<file path="src/hw/uvep_pkg.sv">
// Purpose: constants and carrier types for the eprom programmer controller
// Assumes: 25 MHz core_clk
// Notes:   no registers reachable by software
package uvep_pkg;
    localparam int unsigned ADDR_W         = 14;
    localparam int unsigned DATA_W         = 8;
    localparam int unsigned CLK_PERIOD_NS  = 40;
    localparam int unsigned PULSE_MS       = 10;
    localparam int unsigned PULSE_CYCLES   = PULSE_MS * 1000000 / CLK_PERIOD_NS;
    localparam int unsigned SETUP_US       = 2;
    localparam int unsigned SETUP_CYCLES   = (SETUP_US * 1000 + CLK_PERIOD_NS - 1) / CLK_PERIOD_NS;
    localparam int unsigned ACCESS_NS      = 130;
    localparam int unsigned ACCESS_CYCLES  = (ACCESS_NS + CLK_PERIOD_NS - 1) / CLK_PERIOD_NS;
    localparam int unsigned MAX_TRIES      = 25;
    localparam int unsigned ID_BIT         = 9;
    localparam int unsigned CODE_BIT       = 0;
    localparam logic [DATA_W-1:0] ERASED   = 8'hFF;

    typedef enum logic [1:0] {UVEP_CMD_READ, UVEP_CMD_PROG, UVEP_CMD_SIG} uvep_cmd_t;

    typedef struct packed {
        uvep_cmd_t          cmd;
        logic [ADDR_W-1:0]  addr;
        logic [DATA_W-1:0]  data;
    } uvep_req_t;

    typedef struct packed {
        logic [DATA_W-1:0]  data;
        logic               fail;
    } uvep_rsp_t;

    typedef struct packed {
        logic               ce_n;
        logic               oe_n;
        logic               program_strobe_low;
        logic               vpp_high;
        logic               identification_select_pin;
        logic [ADDR_W-1:0]  addr;
        logic [DATA_W-1:0]  dq_out;
        logic               dq_oe;
    } uvep_pins_t;
endpackage

</file>
<file path="src/hw/uvep_ctrl.sv">
// Purpose: host-side controller driving a byte-wide uv eprom through its pins
// Assumes: device pins on a different timing domain; data bus input synchronised
// Notes:   one request at a time; program uses pulse then verify, with retry

module uvep_ctrl #(
    parameter int unsigned PULSE_CYC = uvep_pkg::PULSE_CYCLES,
    parameter int unsigned MAX_TRY   = uvep_pkg::MAX_TRIES
) (
    input  wire logic                       core_clk,
    input  wire logic                       rst,
    input  wire logic                       req_valid,
    output      logic                       req_ready,
    input  wire uvep_pkg::uvep_req_t        req,
    output      logic                       rsp_valid,
    output      uvep_pkg::uvep_rsp_t        rsp,
    output      uvep_pkg::uvep_pins_t       pins,
    input  wire logic [uvep_pkg::DATA_W-1:0] dq_in
);
    typedef enum logic [3:0] {
        S_IDLE, S_RD_SET, S_RD_WAIT, S_PR_CHECK, S_PR_VPP, S_PR_PULSE, S_PR_HOLD,
        S_VF_SET, S_VF_WAIT, S_VPP_DOWN, S_DONE
    } uvep_state_t;

    typedef struct packed {
        uvep_state_t                state;
        uvep_pkg::uvep_req_t        cur;
        uvep_pkg::uvep_pins_t       pins;
        uvep_pkg::uvep_rsp_t        rsp;
        logic                       rsp_valid;
        logic [23:0]                cnt;
        logic [7:0]                 tries;
        logic [uvep_pkg::DATA_W-1:0] s1;
        logic [uvep_pkg::DATA_W-1:0] s2;
        logic [uvep_pkg::DATA_W-1:0] s3;
        logic [uvep_pkg::DATA_W-1:0] din;
    } uvep_reg_t;

    uvep_reg_t r;
    uvep_reg_t next_r;

    localparam logic [23:0] SETUP_N  = 24'(uvep_pkg::SETUP_CYCLES);
    localparam logic [23:0] ACCESS_N = 24'(uvep_pkg::ACCESS_CYCLES);
    localparam logic [23:0] PULSE_N  = 24'(PULSE_CYC);
    localparam logic [7:0]  TRY_N    = 8'(MAX_TRY);

    assign req_ready = (r.state == S_IDLE);
    assign rsp_valid = r.rsp_valid;
    assign rsp       = r.rsp;
    assign pins      = r.pins;

    always_comb
    begin
        next_r           = r;
        next_r.rsp_valid = 1'b0;
        next_r.s1        = dq_in;
        next_r.s2        = r.s1;
        next_r.s3        = r.s2;
        // data change accepted once second and third stages agree
        if (r.s2 == r.s3)
        begin
            next_r.din = r.s3;
        end
        if (r.cnt != 24'h000000)
        begin
            next_r.cnt = r.cnt - 24'h000001;
        end
        case (r.state)
            S_IDLE:
            begin
                // idle: standby, bus floated by host, strobe high
                next_r.pins.ce_n  = 1'b1;
                next_r.pins.oe_n  = 1'b1;
                next_r.pins.dq_oe = 1'b0;
                if (req_valid)
                begin
                    next_r.cur   = req;
                    next_r.tries = 8'h00;
                    next_r.cnt   = SETUP_N;
                    next_r.pins.addr = req.addr;
                    next_r.pins.identification_select_pin = 1'b0;
                    if (req.cmd == uvep_pkg::UVEP_CMD_SIG)
                    begin
                        next_r.pins.addr = '0;
                        next_r.pins.addr[uvep_pkg::CODE_BIT] = req.addr[uvep_pkg::CODE_BIT];
                        next_r.pins.identification_select_pin = 1'b1;
                    end
                    if (req.cmd == uvep_pkg::UVEP_CMD_PROG)
                    begin
                        next_r.state = S_PR_CHECK;
                        next_r.pins.ce_n = 1'b0;
                        next_r.pins.oe_n = 1'b0;
                    end
                    else
                    begin
                        next_r.state     = S_RD_SET;
                        next_r.pins.ce_n = 1'b0;
                        next_r.pins.oe_n = 1'b0;
                    end
                end
            end
            S_RD_SET:
            begin
                if (r.cnt == 24'h000000)
                begin
                    next_r.cnt   = ACCESS_N + 24'h000004;
                    next_r.state = S_RD_WAIT;
                end
            end
            S_RD_WAIT:
            begin
                if (r.cnt == 24'h000000)
                begin
                    next_r.rsp.data  = r.din;
                    next_r.rsp.fail  = 1'b0;
                    next_r.state     = S_DONE;
                end
            end
            S_PR_CHECK:
            begin
                // pre-read current contents at normal supply
                if (r.cnt == 24'h000000)
                begin
                    if ((r.cur.data & ~r.din) != '0)
                    begin
                        next_r.rsp.data = r.din;
                        next_r.rsp.fail = 1'b1;
                        next_r.state    = S_DONE;
                    end
                    else if (r.din == r.cur.data)
                    begin
                        next_r.rsp.data = r.din;
                        next_r.rsp.fail = 1'b0;
                        next_r.state    = S_DONE;
                    end
                    else
                    begin
                        // strobe high before supply moves
                        next_r.pins.oe_n     = 1'b1;
                        next_r.pins.vpp_high = 1'b1;
                        next_r.pins.dq_out   = r.cur.data;
                        next_r.cnt           = SETUP_N;
                        next_r.state         = S_PR_VPP;
                    end
                end
            end
            S_PR_VPP:
            begin
                next_r.pins.dq_oe = 1'b1;
                if (r.cnt == 24'h000000)
                begin
                    next_r.pins.program_strobe_low = 1'b0;
                    next_r.cnt   = PULSE_N - 24'h000001;
                    next_r.state = S_PR_PULSE;
                end
            end
            S_PR_PULSE:
            begin
                if (r.cnt == 24'h000000)
                begin
                    next_r.pins.program_strobe_low = 1'b1;
                    next_r.tries = r.tries + 8'h01;
                    next_r.cnt   = SETUP_N;
                    next_r.state = S_PR_HOLD;
                end
            end
            S_PR_HOLD:
            begin
                // data hold after pulse, then release bus
                if (r.cnt == 24'h000000)
                begin
                    next_r.pins.dq_oe = 1'b0;
                    next_r.cnt        = SETUP_N;
                    next_r.state      = S_VF_SET;
                end
            end
            S_VF_SET:
            begin
                if (r.cnt == 24'h000000)
                begin
                    next_r.pins.oe_n = 1'b0;
                    next_r.cnt       = ACCESS_N + 24'h000004;
                    next_r.state     = S_VF_WAIT;
                end
            end
            S_VF_WAIT:
            begin
                if (r.cnt == 24'h000000)
                begin
                    if (r.din != r.cur.data && r.tries < TRY_N)
                    begin
                        next_r.pins.oe_n   = 1'b1;
                        next_r.cnt         = SETUP_N;
                        next_r.state       = S_PR_VPP;
                    end
                    else
                    begin
                        next_r.rsp.data    = r.din;
                        next_r.rsp.fail    = (r.din != r.cur.data);
                        next_r.pins.oe_n   = 1'b1;
                        next_r.pins.ce_n   = 1'b1;
                        next_r.cnt         = SETUP_N;
                        next_r.state       = S_VPP_DOWN;
                    end
                end
            end
            S_VPP_DOWN:
            begin
                if (r.cnt == 24'h000000)
                begin
                    next_r.pins.vpp_high = 1'b0;
                    next_r.state         = S_DONE;
                end
            end
            S_DONE:
            begin
                next_r.rsp_valid = 1'b1;
                next_r.pins.ce_n = 1'b1;
                next_r.pins.oe_n = 1'b1;
                next_r.pins.identification_select_pin = 1'b0;
                next_r.state     = S_IDLE;
            end
            default:
            begin
                next_r.state = S_IDLE;
            end
        endcase
    end

    always_ff @(posedge core_clk or posedge rst)
    begin
        if (rst)
        begin
            r <= '{state: S_IDLE, cur: '0,
                   pins: '{ce_n: 1'b1, oe_n: 1'b1, program_strobe_low: 1'b1, vpp_high: 1'b0,
                           identification_select_pin: 1'b0, addr: '0, dq_out: '0, dq_oe: 1'b0},
                   rsp: '0, rsp_valid: 1'b0, cnt: '0, tries: '0,
                   s1: uvep_pkg::ERASED, s2: uvep_pkg::ERASED, s3: uvep_pkg::ERASED,
                   din: uvep_pkg::ERASED};
        end
        else
        begin
            r <= next_r;
        end
    end

    vpp_stable_a: assert property (@(posedge core_clk) disable iff (rst)
        (!pins.ce_n && !pins.program_strobe_low) |=> $stable(pins.vpp_high))
        else $error("supply switched during strobe");
    ce_low_prog_a: assert property (@(posedge core_clk) disable iff (rst)
        (!pins.program_strobe_low) |-> (pins.vpp_high && !pins.ce_n))
        else $error("pulse without supply or chip enable");
    data_driven_a: assert property (@(posedge core_clk) disable iff (rst)
        (!pins.program_strobe_low) |-> (pins.dq_oe && pins.oe_n && pins.dq_out == r.cur.data))
        else $error("pulse without data driven");
    pulse_len_a: assert property (@(posedge core_clk) disable iff (rst)
        $fell(pins.program_strobe_low) |-> !pins.program_strobe_low [*8])
        else $error("pulse too short");
    no_contention_a: assert property (@(posedge core_clk) disable iff (rst)
        pins.dq_oe |-> pins.oe_n)
        else $error("bus driven while device outputs");
    sig_addr_a: assert property (@(posedge core_clk) disable iff (rst)
        (pins.identification_select_pin && !pins.ce_n) |->
        (pins.addr[uvep_pkg::ADDR_W-1:1] == '0 && !pins.vpp_high))
        else $error("signature address not clean");
    read_levels_a: assert property (@(posedge core_clk) disable iff (rst)
        (r.state == S_RD_WAIT) |-> (!pins.ce_n && !pins.oe_n && !pins.vpp_high))
        else $error("read levels wrong");
    verify_after_a: assert property (@(posedge core_clk) disable iff (rst)
        $rose(pins.program_strobe_low) |-> ##[1:300] !pins.oe_n)
        else $error("no verify after pulse");
endmodule

</file>
<file path="config.mk">
export PLATFORM = sky130hd
export DESIGN_NAME = uvep_ctrl
export DESIGN_NICKNAME = d
export VERILOG_FILES = /design/src/hw/uvep_pkg.sv /design/src/hw/uvep_ctrl.sv
export SDC_FILE = /design/constraint.sdc
export NUM_CORES = 1
export LEC_CHECK = 0
export BUFFER_PORTS_ARGS = -buffer_cell sky130_fd_sc_hd__buf_4
export CAP_MARGIN = 40
export CORE_MARGIN = 8
export CORE_UTILIZATION = 58
export DETAILED_ROUTE_END_ITERATION = 8
export PLACE_DENSITY_LB_ADDON = 0.1
export SLEW_MARGIN = 20
export SYNTH_ARGS = -nofsm -noshare
export SYNTH_HDL_FRONTEND = slang
export SYNTH_SLANG_ARGS = --single-unit
</file>
<file path="constraint.sdc">
create_clock -name core_clk -period 4.9 [get_ports core_clk]
set_input_delay 0.98 -clock core_clk [delete_from_list [all_inputs] [get_ports core_clk]]
set_output_delay 0.98 -clock core_clk [all_outputs]
set_load 0.02 [all_outputs]
</file>
* Yosys cells after proc, flatten, opt, wreduce, memory -nomap -nowiden
Cells that the tools add are included.
** Word-level totals
- Logic and storage cells :: 133
- Input port bits :: 35
- Register bits after elaboration :: 130
- Output and inout port bits :: 39
** Cells by class
- $lt $le $gt $ge :: 1
- Add/subtract/negate cells :: 2
- Eq/ne operators :: 30
- Reductions and logical operators :: 27
- Bitwise operators :: 4
- Multiplexer cells :: 48
** Operators by type and width (number)
- 2-to-1 mux 24 bit :: 7
- one-hot mux 24 bit (6 select lines) :: 1
- 2-to-1 mux 32 bit :: 2
- 2-to-1 mux 9 bit :: 6
- 2-to-1 mux 4 bit :: 11
- one-hot mux 4 bit (9 select lines) :: 1
- 2-to-1 mux 15 bit :: 2
- 2-to-1 mux 30 bit :: 1
- one-hot mux 9 bit (3 select lines) :: 1
- != test 2 bit, second input constant :: 13
- zero test 24 bit :: 1
- nonzero test 24 bit :: 1
- subtractor 24 x 1 -> 24 bit, second input constant :: 1
- equality test 4 x 3 -> 1 bit, second input constant :: 4
- equality test 8 bit :: 2
- one-hot mux 8 bit (2 select lines) :: 1
- equality test 4 bit, second input constant :: 3
- AND reduction 6 bit :: 2
- AND reduction 3 bit :: 3
- AND reduction 9 bit :: 1
- nonzero test 3 bit :: 3
- adder 8 x 1 -> 8 bit, second input constant :: 1
- AND 8 bit :: 1
- equality test 4 x 2 -> 1 bit, second input constant :: 2
- other kinds (23) :: 41

* Longest topological paths before layout
Gate-level depths: netlist of run 1.
- Word-level depth :: 6
- Depth in mapped cells :: 13
- Gate-level depth less buffers :: 12

* Worst setup path before layout of run 1
Ideal clock, no wire load.
- Path kind :: reg-to-reg
- Start :: reg r[49] (netlist name)
- End :: reg r[40] (netlist name)
- Buffers on the path :: 1
- Setup slack :: 2.020 ns
- Required time :: 4.766 ns
- Cell stages (with the launch flop) :: 12
- Arrival :: 2.746 ns
- Clock period less this slack :: 2.880 ns
- Setup time :: 0.134 ns
- Cells stage by stage :: dfrtp_1 or4_4 nand4bb_4 nor3_2 inv_2 clkbuf_1 ha_1 o2bb2ai_1 nand2b_1 a21oi_1 a311oi_1 o21ai_0
** RTL lines
- from (decl) :: line uvep_ctrl.sv:38 : uvep_reg_t r;
- from (signal assigned) :: line uvep_ctrl.sv:233 : r <= '{state: S_IDLE, cur: '0,
- from (signal assigned) :: line uvep_ctrl.sv:242 : r <= next_r;

==> impl_metrics.tcl, run 1 <==
set metrics [dict create \
    synth_common_cells "nand2_1 (84), dfrtp_1 (79), nor2_1 (39), buf_4 (38), o21ai_0 (36)" \
    via_per_inst 5.47 \
    final_core_util 0.705 \
    antenna_found_initial 0 \
    grt_pass1_wl_um 20800 \
    dr_wl_met3_um 951 \
    cts_buffers 17 \
    yosysTopAreaCell "dfrtp_1" \
    worst_skew_pair.late_latency_ns 0.51 \
    syn-num-nets 600 \
    setup_viol 0 \
    arrival_ns 3.34 \
    synth_edf_count 0 \
    drt_wl_total_um 12200 \
    ys_seq_elements 114 \
    cts_buffer_depth 2 \
    syn_inst 551 \
    layout-drive-gt1-share 0.291 \
    dp_hpwl_um 8570 \
    wl_met1_um 5490 \
    drt_iter0_markers 379 \
    endpoint_kind "flop" \
    hold_class "flop to flop" \
    vias 4017 \
    maxCapViolations 0 \
    grt_usage 0.202 \
    grt_max_degree 41 \
    grt-ovfl-total 0 \
    reg2regPathDepth 11 \
    top_layer "met4" \
    num_io_pins 74 \
    peakVddDrop_uv 346 \
    portBuffers 73 \
    p_leak_nw 3.03 \
    worst_pin_slew_ns 0.722 \
    drc 0 \
    synth_area_leaders "dfrtp_1 (36%), dfstp_2 (17%), nand2_1 (5.7%)" \
    regToRegSetupSlack_ns 1.93 \
    startpoint "r[48]" \
    yosysWarnings 0 \
    coreArea_um2 9280 \
    hold_buffers 0 \
    p_per_area_nw_per_um2 615 \
    dieArea_um2 13000 \
    grt_pass1_vias 4200 \
    fin_nets 641 \
    h-tree-depth 4 \
    cts_setup_buffers 0 \
    critPathCapture "r[40]" \
    avgSynthCellArea_um2 10.1 \
    cts_resized 0 \
    cts_tree "built" \
    first_pass_iters 5 \
    finClkSkew_ns 0.00715 \
    async_flop_share 1.00 \
    max_freq_mhz 337 \
    crit_path_start_kind "flop" \
    nFillCells 732 \
    rows 35 \
    start_util 0.599 \
    hold_viol_final 0 \
    synth_area_um2 5560 \
    cts.sinks 114 \
    multi_input_area_um2 2230 \
    worstReg2RegStart "r[48]" \
    fp.dieH_um 114 \
    cts-root-buf "clkbuf_8" \
    wl_per_cell_um 16.7 \
    cp.required_ns 5.27 \
    die_x_um 114 \
    reg2reg_to "r[40]" \
    slew_violations 0 \
    relSlewSlack 0.519 \
    yosysMostFrequentCell "nand2_1" \
    crit_type "flop to flop" \
    fin_setup_tns_ns 0 \
    clkTransAtPathRegs_ns 0.06 \
    fin_crit_sh 0.606 \
    routabilityCongestion 0.842 \
    ys.flop_type "dfrtp_1" \
    status "finished clean" \
    period_needed_ns 2.97 \
    postRouteAntennaNets 0 \
    ff_latch_area_um2 2900 \
    n_antenna_cell 0 \
    ys_seq_area_frac 0.521 \
    worstPathMaxFanout 18 \
    rsz0062_at_grt "false" \
    yosys.area.top_type_share 0.356 \
    ys_types 53 \
    area_growth_pct 17.8 \
    met2WireLength_um 5670 \
]
==> placed cells by master (no fill, tap or decap), types with 5 or more instances in the layout <==
cell	n
inv_1	17
dfrtp_1	79
nor2_1	39
o21ai_0	36
clkbuf_16	16
xor2_1	9
nor4_1	8
buf_4	79
nand2_1	84
nand3_1	12
mux2i_1	5
a21oi_1	18
ha_1	14
inv_6	5
nor2b_1	11
mux2_2	17
xnor2_1	18
dfstp_2	35
nor3_1	14
nand2b_1	6
nand4_1	10
==> cell families after synthesis <==
logic type / count (synthesis) / synth area share
flip-flops: 114 / 0.521
adder cells (fa/ha/maj): 14 / 0.0315
AO/OA/AOI/OAI: 85 / 0.0959
buffers and inverters: 78 / 0.0783
AND/OR/NAND/NOR: 210 / 0.185
XOR/XNOR: 27 / 0.0425
multiplexers: 23 / 0.0455
==> worst max-delay path: stages, from the launching register on <==
cell	delay, ns
dfrtp_1	0.43
or4_4	0.56
nand4bb_4	0.28
nor3_2	0.18
buf_4	0.26
inv_2	0.19
ha_1	0.25
o2bb2ai_1	0.13
nand2b_1	0.07
a21oi_1	0.06
a311oi_1	0.26
o21ai_0	0.15
==> power breakdown <==
group	internal, mW	switching (mW)
Combinational	0.599	0.820
Clock	0.707	0.447
Sequential	1.20	0.256
==> cell type report <==
cell class,count,area share
clock buffer,19,0.0674
clock inverter,13,0.0187
inverter,19,0.0113
multi-input combinational,359,0.340
sequential,114,0.442
tap,129,0.0246
timing repair buffer,81,0.0953
==> worst min-delay path by stage <==
stage	slack (ns)	start	cells after the start	end
after CTS	0.36	next_r[18]	0	next_r[10]
after detailed placement	0.35	next_r[18]	0	next_r[10]
after floorplan	0.35	next_r[18]	0	next_r[10]
after global routing	0.36	next_r[18]	0	next_r[10]
final	0.35	next_r[18]	0	next_r[10]
after global placement	0.35	next_r[16]	0	next_r[8]
==> layer usage <==
layer | vias up | track usage
li1 | 1937 | -
met1 | 1941 | 0.254
met2 | 123 | 0.312
met3 | 16 | 0.0766
met4 | 0 | 0.0674
met5 | - | 0
==> flip-flops by register name, summed over array words and instances, names as in the netlist <==
register and cells:
r 61, pins 27, next_r 16, rsp 9, rsp_valid 1
==> through the flow <==
step	instances	setup WS (ns)	hold WS, ns	power, mW	cell area [um2]
global placement	699	2.08	0.346	2.81	5950
CTS	733	1.99	0.355	4.05	6540
detailed placement	701	2.00	0.347	2.86	5980
global route	734	1.81	0.360	4.29	6550
finish	734	1.93	0.355	4.03	6550
floorplan	551	0.962	0.345	2.53	5560
Note: power is estimated with default switching activity, not from simulation.
==> inputs of run 2 (changes only) <==
ABC_AREA = 1   (was unset)
clock period = 3 ns   (was 4.9 ns; I/O delays follow)
==> run 2 against run 1 <==
Against the previous run: clock skew grew 0.0041 ns; combinational power grew 56%; non-clock buffer count down 6; flip-flop and latch count stayed put; utilization decreased by 0.71 points; die area increased by 3.0%; design area rose by 3.3%; worst setup slack worse by 1.2 ns; synthesized cell count rose by 19%; final cell count increased by 16%; hold slack got worse by 0.16 ns; maximum frequency up 28%.
==> impl_metrics.tcl, run 2 <==
set metrics [dict create \
    synth_edf_count 0 \
    nFillCells 756 \
    whs_endpoint "next_r[18]" \
    antenna_found_initial 0 \
    syn-num-nets 702 \
    fp.dieH_um 116 \
    dp_hpwl_um 9530 \
    p_leak_nw 3.34 \
    fin_nets 752 \
    rsz0062_at_grt "false" \
    cp.buffers_inverters 1 \
    first_pass_iters 5 \
    reg2regPathDepth 11 \
    reg2reg_to "rsp[1]" \
    portBuffers 73 \
    slowest_stage "dfstp_2" \
    drt_iter0_markers 346 \
    cts-root-buf "clkbuf_8" \
    cts_setup_buffers 0 \
    fin_setup_tns_ns 0 \
    cts_tree "built" \
    finClkSkew_ns 0.0113 \
    hold_class "primary input to flop" \
    final_cell_area_um2 6760 \
    grt_usage 0.212 \
    worst_pin_slew_ns 0.584 \
    h-tree-depth 4 \
    layout-drive-gt1-share 0.257 \
    setup_viol 0 \
    grt_max_degree 115 \
    cts.sinks 114 \
    synth_area_um2 5760 \
    p_seq_frac 0.341 \
    crit_top_cell "nand2_1" \
    place_area_um2 6180 \
    p_per_area_nw_per_um2 931 \
    synth-simple-area-share 0.225 \
    worstPathMaxFanout 18 \
    worstReg2RegStart "r[0]" \
    cts_buffers 17 \
    ys_seq_area_frac 0.503 \
    regToRegSetupSlack_ns 0.68 \
    avgSynthCellArea_um2 8.82 \
    p_sw_mw 2.38 \
    dieArea_um2 13400 \
    max_freq_mhz 432 \
    n_antenna_cell 0 \
    status "finished clean" \
    clkPwrFrac 0.307 \
    comb_power_share 0.351 \
    num_io_pins 74 \
    crit_family "simple AND/OR/NAND/NOR gates" \
    hp-start "dq_in[2]" \
    ff_latch_area_um2 2900 \
    crit_path_start_kind "flop" \
    endpoint_kind "flop" \
    synth_fa_ha_area_frac 0.0304 \
    p_total_mw 6.30 \
    postRouteAntennaNets 0 \
    arrival_ns 2.71 \
    mostFrequentLayoutCells "nand2_1 (117), nor2_1 (101), dfrtp_1 (79), buf_4 (74), inv_1 (67)" \
    rows 36 \
    switching_share 0.378 \
    period_needed_ns 2.32 \
    via_per_inst 5.23 \
    wl_per_cell_um 15.5 \
    drt_wl_total_um 13200 \
    synthMuxAreaShare 0 \
    async_flop_share 1.00 \
    vias 4439 \
    grt-ovfl-total 0 \
    syn_inst 653 \
    fin_crit_sh 0.772 \
    largest_register "r" \
    synth_top_family_by_area "simple AND/OR/NAND/NOR gates" \
    peakVddDrop_uv 519 \
    p_int_mw 3.92 \
    area_growth_pct 17.5 \
    hold_buffers 0 \
    relSlewSlack 0.611 \
    synth_common_cells "nand2_1 (117), nor2_1 (101), dfrtp_1 (79), inv_1 (68), buf_4 (38)" \
    clkTransAtPathRegs_ns 0.06 \
    yosysWarnings 0 \
    final_core_util 0.698 \
    hold_viol_final 0 \
    yosys.area.top_type_share 0.343 \
    routabilityCongestion 0.908 \
    synth_compound_area_frac 0.101 \
    cp_slowest_stage_delay_ns 0.52 \
    cts_resized 0 \
    largest_reg_flops 61 \
    grt_pass1_wl_um 22100 \
    die_x_um 116 \
    coreArea_um2 9680 \
    multi_input_area_um2 2260 \
    cts_buffer_depth 2 \
    ys.flop_type "dfrtp_1" \
    slew_violations 0 \
    grt_pass1_vias 4704 \
    worst_skew_pair.late_latency_ns 0.52 \
    ys_types 40 \
    yosysTopAreaCell "dfrtp_1" \
    synth_xor_xnor_area_share 0.0350 \
    start_util 0.594 \
    hold_depth 1 \
    crit_type "flop to flop" \
    yosysMostFrequentCell "nand2_1" \
    ys_seq_elements 114 \
    maxCapViolations 0 \
    synth_area_leaders "dfrtp_1 (34%), dfstp_2 (16%), nand2_1 (7.6%)" \
    cp_cell_sequence "inv_1 -> ha_1 -> nand2_1 -> nor2_1 -> nand4_1 -> nand3_1 -> nand2_1 -> o21ai_0 -> nand3_4 -> nand2_1 -> o21ai_2" \
    mostFrequentLayoutCell "nand2_1" \
    cp.required_ns 3.40 \
    drc 0 \
]
## run 2: worst reg2reg max path: stages, from the launching register on
cell and delay (ns):
dfstp_2 0.52, inv_1 0.07, ha_1 0.28, nand2_1 0.06, nor2_1 0.10, nand4_1 0.20
nand3_1 0.14, nand2_1 0.10, o21ai_0 0.18, nand3_4 0.31, nand2_1 0.18, o21ai_2 0.06
## run 2: worst max path at each step
stage	startpoint	end	slack [ns]	cells past startpoint
floorplan	rst	pins[0]	1.04	1
global placement	r[0]	rsp[2]	0.75	11
detailed placement	r[1]	rsp[2]	0.71	11
CTS	r[0]	rsp[1]	0.67	11
global route	r[0]	rsp[8]	0.46	11
finish	r[0]	rsp[1]	0.68	11
## run 2: cell families (layout without fill, tap and decap cells)
logic type	Yosys count	after routing
and+or+nand+nor	292	292
buffers and inverters	120	183
adders and majority gates	14	14
DFF	114	114
xor gates and xnor gates	23	23
AOI/OAI and AO/OA	90	90
## run 2: power by group through the flow
stage	clock network [mW]	registers, mW	logic (mW)
3_5_place_dp	0	2.16	2.19
4_1_cts	1.96	2.15	2.22
2_1_floorplan	0	2.08	1.76
6_report	1.94	2.15	2.21
3_3_place_gp	0	2.15	2.14
5_1_grt	2.04	2.19	2.49
## run 2: routing by layer
metal	GRT usage	wire (um)
met5	0	0
met4	0.0726	162
met3	0.0604	828
met2	0.334	6180
met1	0.275	6000
## run 2: final cells by class
type | count | area share
Sequential cell | 114 | 0.428
Multi-Input combinational cell | 419 | 0.334
Timing Repair Buffer | 75 | 0.0851
Clock buffer | 20 | 0.0659
Inverter | 76 | 0.0427
Tap cell | 133 | 0.0246
Clock inverter | 12 | 0.0196
## run 2: per-stage QoR
step           setup WS [ns]  cells  hold WS (ns)
2_1_floorplan           1.04    653         0.345
5_1_grt                0.459    849         0.167
3_5_place_dp           0.715    817         0.347
3_3_place_gp           0.746    817         0.346
4_1_cts                0.666    849         0.175
6_report               0.685    849         0.195
==> inputs of run 3 (changes only) <==
CORE_UTILIZATION = 52   (was 58)
clock period = 2 ns   (was 3 ns; I/O delays follow)
==> run 3 against run 2 <==
Against the previous run: largest power group unchanged; flip-flop and latch count is the same; via count is 6.2% higher; critical path type unchanged; the run now ends with negative setup slack left; count of clock-buffer cells in the layout up 1; hold slack lost 0.16 ns.
==> impl_metrics.tcl, run 3 (synthesis results as in run 2) <==
set metrics [dict create \
    status "finished, violations left" \
    violations "negative setup slack" \
    fin_nets 819 \
    cts_buffers 17 \
    drt_iter0_markers 279 \
    finalNonFillerCells 923 \
    place_inst 879 \
    rows 38 \
    vias 4713 \
    grt_usage 0.200 \
    antenna_found_initial 0 \
    nFillCells 843 \
    h-tree-depth 4 \
    peakVddDrop_uv 848 \
    reg2regPathDepth 13 \
    cts_buffer_depth 2 \
    num_io_pins 74 \
    area_growth_pct 32.1 \
    drc 0 \
    slew_violations 0 \
    largest_reg_flops 61 \
    final_core_util 0.702 \
    layout-drive-gt1-share 0.393 \
    mostFrequentLayoutCell "buf_4" \
    drt_wl_total_um 14200 \
    crit_type "flop to flop" \
    n_antenna_cell 0 \
    worst_pin_slew_ns 0.605 \
    worstPathMaxFanout 5 \
    cts_tree "built" \
    grt_pass1_wl_um 23100 \
    regToRegSetupSlack_ns -0.08 \
    dp_hpwl_um 10100 \
    fp.dieH_um 121 \
    crit_path_start_kind "flop" \
    routabilityCongestion 0.878 \
    dieArea_um2 14700 \
    via_per_inst 5.11 \
    cp.required_ns 2.42 \
    cts-root-buf "clkbuf_8" \
    p_leak_nw 3.72 \
    cp.buffers_inverters 4 \
    rsz0062_at_grt "true" \
    path_depth 13 \
    relSlewSlack 0.596 \
    die_x_um 121 \
    mostFrequentLayoutCells "buf_4 (127), nand2_1 (101), nor2_1 (81), dfrtp_1 (78), inv_1 (54)" \
    coreArea_um2 10800 \
    startpoint "r[0]" \
    endpoint_kind "flop" \
    worst_skew_pair.late_latency_ns 0.54 \
    place_ws_ns -0.106 \
    finClkSkew_ns 0.0121 \
    slowest_stage "dfstp_2" \
    place_area_um2 6620 \
    worstReg2RegStart "r[0]" \
    setup_viol 19 \
    cts.sinks 114 \
    grt_pass1_vias 4733 \
    holdWs_ns 0.0391 \
    max_freq_mhz 481 \
    clkTransAtPathRegs_ns 0.06 \
    grt_max_degree 115 \
    critPathCapture "pins[8]" \
    portBuffers 73 \
    postRouteAntennaNets 0 \
    maxCapViolations 0 \
    start_util 0.531 \
    hold_viol_final 0 \
    grt-ovfl-total 0 \
    period_needed_ns 2.08 \
    reg2reg_to "pins[8]" \
    multi_input_area_um2 2560 \
    wl_per_cell_um 15.3 \
    largest_register "r" \
    timing.final.ws_setup_ns -0.0807 \
    first_pass_iters 4 \
    cp_cell_sequence "inv_2 -> ha_4 -> nand2_2 -> nor2_2 -> nand4_1 -> nand2_2 -> nor2_4 -> inv_2 -> buf_6 -> nor2_4 -> buf_6 -> nor2_2 -> nor2_1" \
    hold_class "primary input to async pin" \
    crit_family "simple AND/OR/NAND/NOR gates" \
    ff_latch_area_um2 2900 \
    cp_slowest_stage_delay_ns 0.52 \
    p_per_area_nw_per_um2 1340 \
    fin_crit_sh 1.04 \
    arrival_ns 2.50 \
    final_cell_area_um2 7610 \
]
==> run 3: cell count changes in the layout (fill, tap and decap cells not counted), moves of 4 or more <==
cell           before  now
nor2_2              7   19
dlygate4sd3_1       0    8
inv_2               7   19
nor2_4              5   13
ha_1               14    7
ha_4                0    7
buf_4              74  127
inv_4               0    7
nand2_1           117  101
buf_6               0    5
inv_1              67   54
o21ai_0            29   25
nor2_1            101   81
nand2_2             2   17
==> run 3: what timing repair did <==
action,CTS,global route
hold buffers,8,0
hold endpoints to repair,8,0
setup buffers,2,2
setup endpoints to repair,33,53
resized for setup,40,54
pin swaps,13,23
==> run 3: where the power goes <==
part,leakage [nW],internal (mW),switching [mW]
combinational,2.03,1.74,2.50
sequential,1.42,2.85,0.375
clock,0.279,1.66,1.09
total,3.72,6.25,3.97
==> run 3: worst reg2reg max path: cells and delay by family, from the launching register on <==
kind | cells | cell delay, ns
flip-flops | 1 | 0.52
AND/OR/NAND/NOR | 8 | 0.81
adder cells (fa/ha/maj) | 1 | 0.26
buffers and inverters | 4 | 0.39
==> run 3: layout make-up <==
cell class / count / share of cell area
tap: 140 / 0.0230
clock inverter: 11 / 0.00970
timing repair buffer: 142 / 0.149
clock buffer: 21 / 0.0618
sequential: 114 / 0.381
multi-input combinational: 419 / 0.337
inverter: 76 / 0.0390
==> run 3: how the worst min path moves through the flow <==
stage,startpoint,slack [ns],depth (start not counted),to
2_1_floorplan,next_r[18],0.35,0,next_r[10]
3_3_place_gp,next_r[19],0.35,0,next_r[11]
3_5_place_dp,next_r[16],0.35,0,next_r[8]
4_1_cts,req[5],0.04,3,r[107]
5_1_grt,req[4],0.05,3,r[106]
6_report,rst,0.04,3,r[39]
==> run 3: through the flow <==
step                power (mW)  setup TNS, ns
floorplan                 5.76              0
detailed placement        6.92          -1.92
global route              10.9          -3.68
CTS                       9.95         -0.147
finish                    10.2         -0.439
global placement          6.86         -0.643
==> run 3: layer usage <==
| layer | share of wire | wire length [um] | track usage |
|---|---|---|---|
| met1 | 0.42 | 5880 | 0.230 |
| met2 | 0.52 | 7330 | 0.341 |
| met3 | 0.049 | 696 | 0.0665 |
| met4 | 0.018 | 254 | 0.0725 |
| met5 | 0 | 0 | 0 |
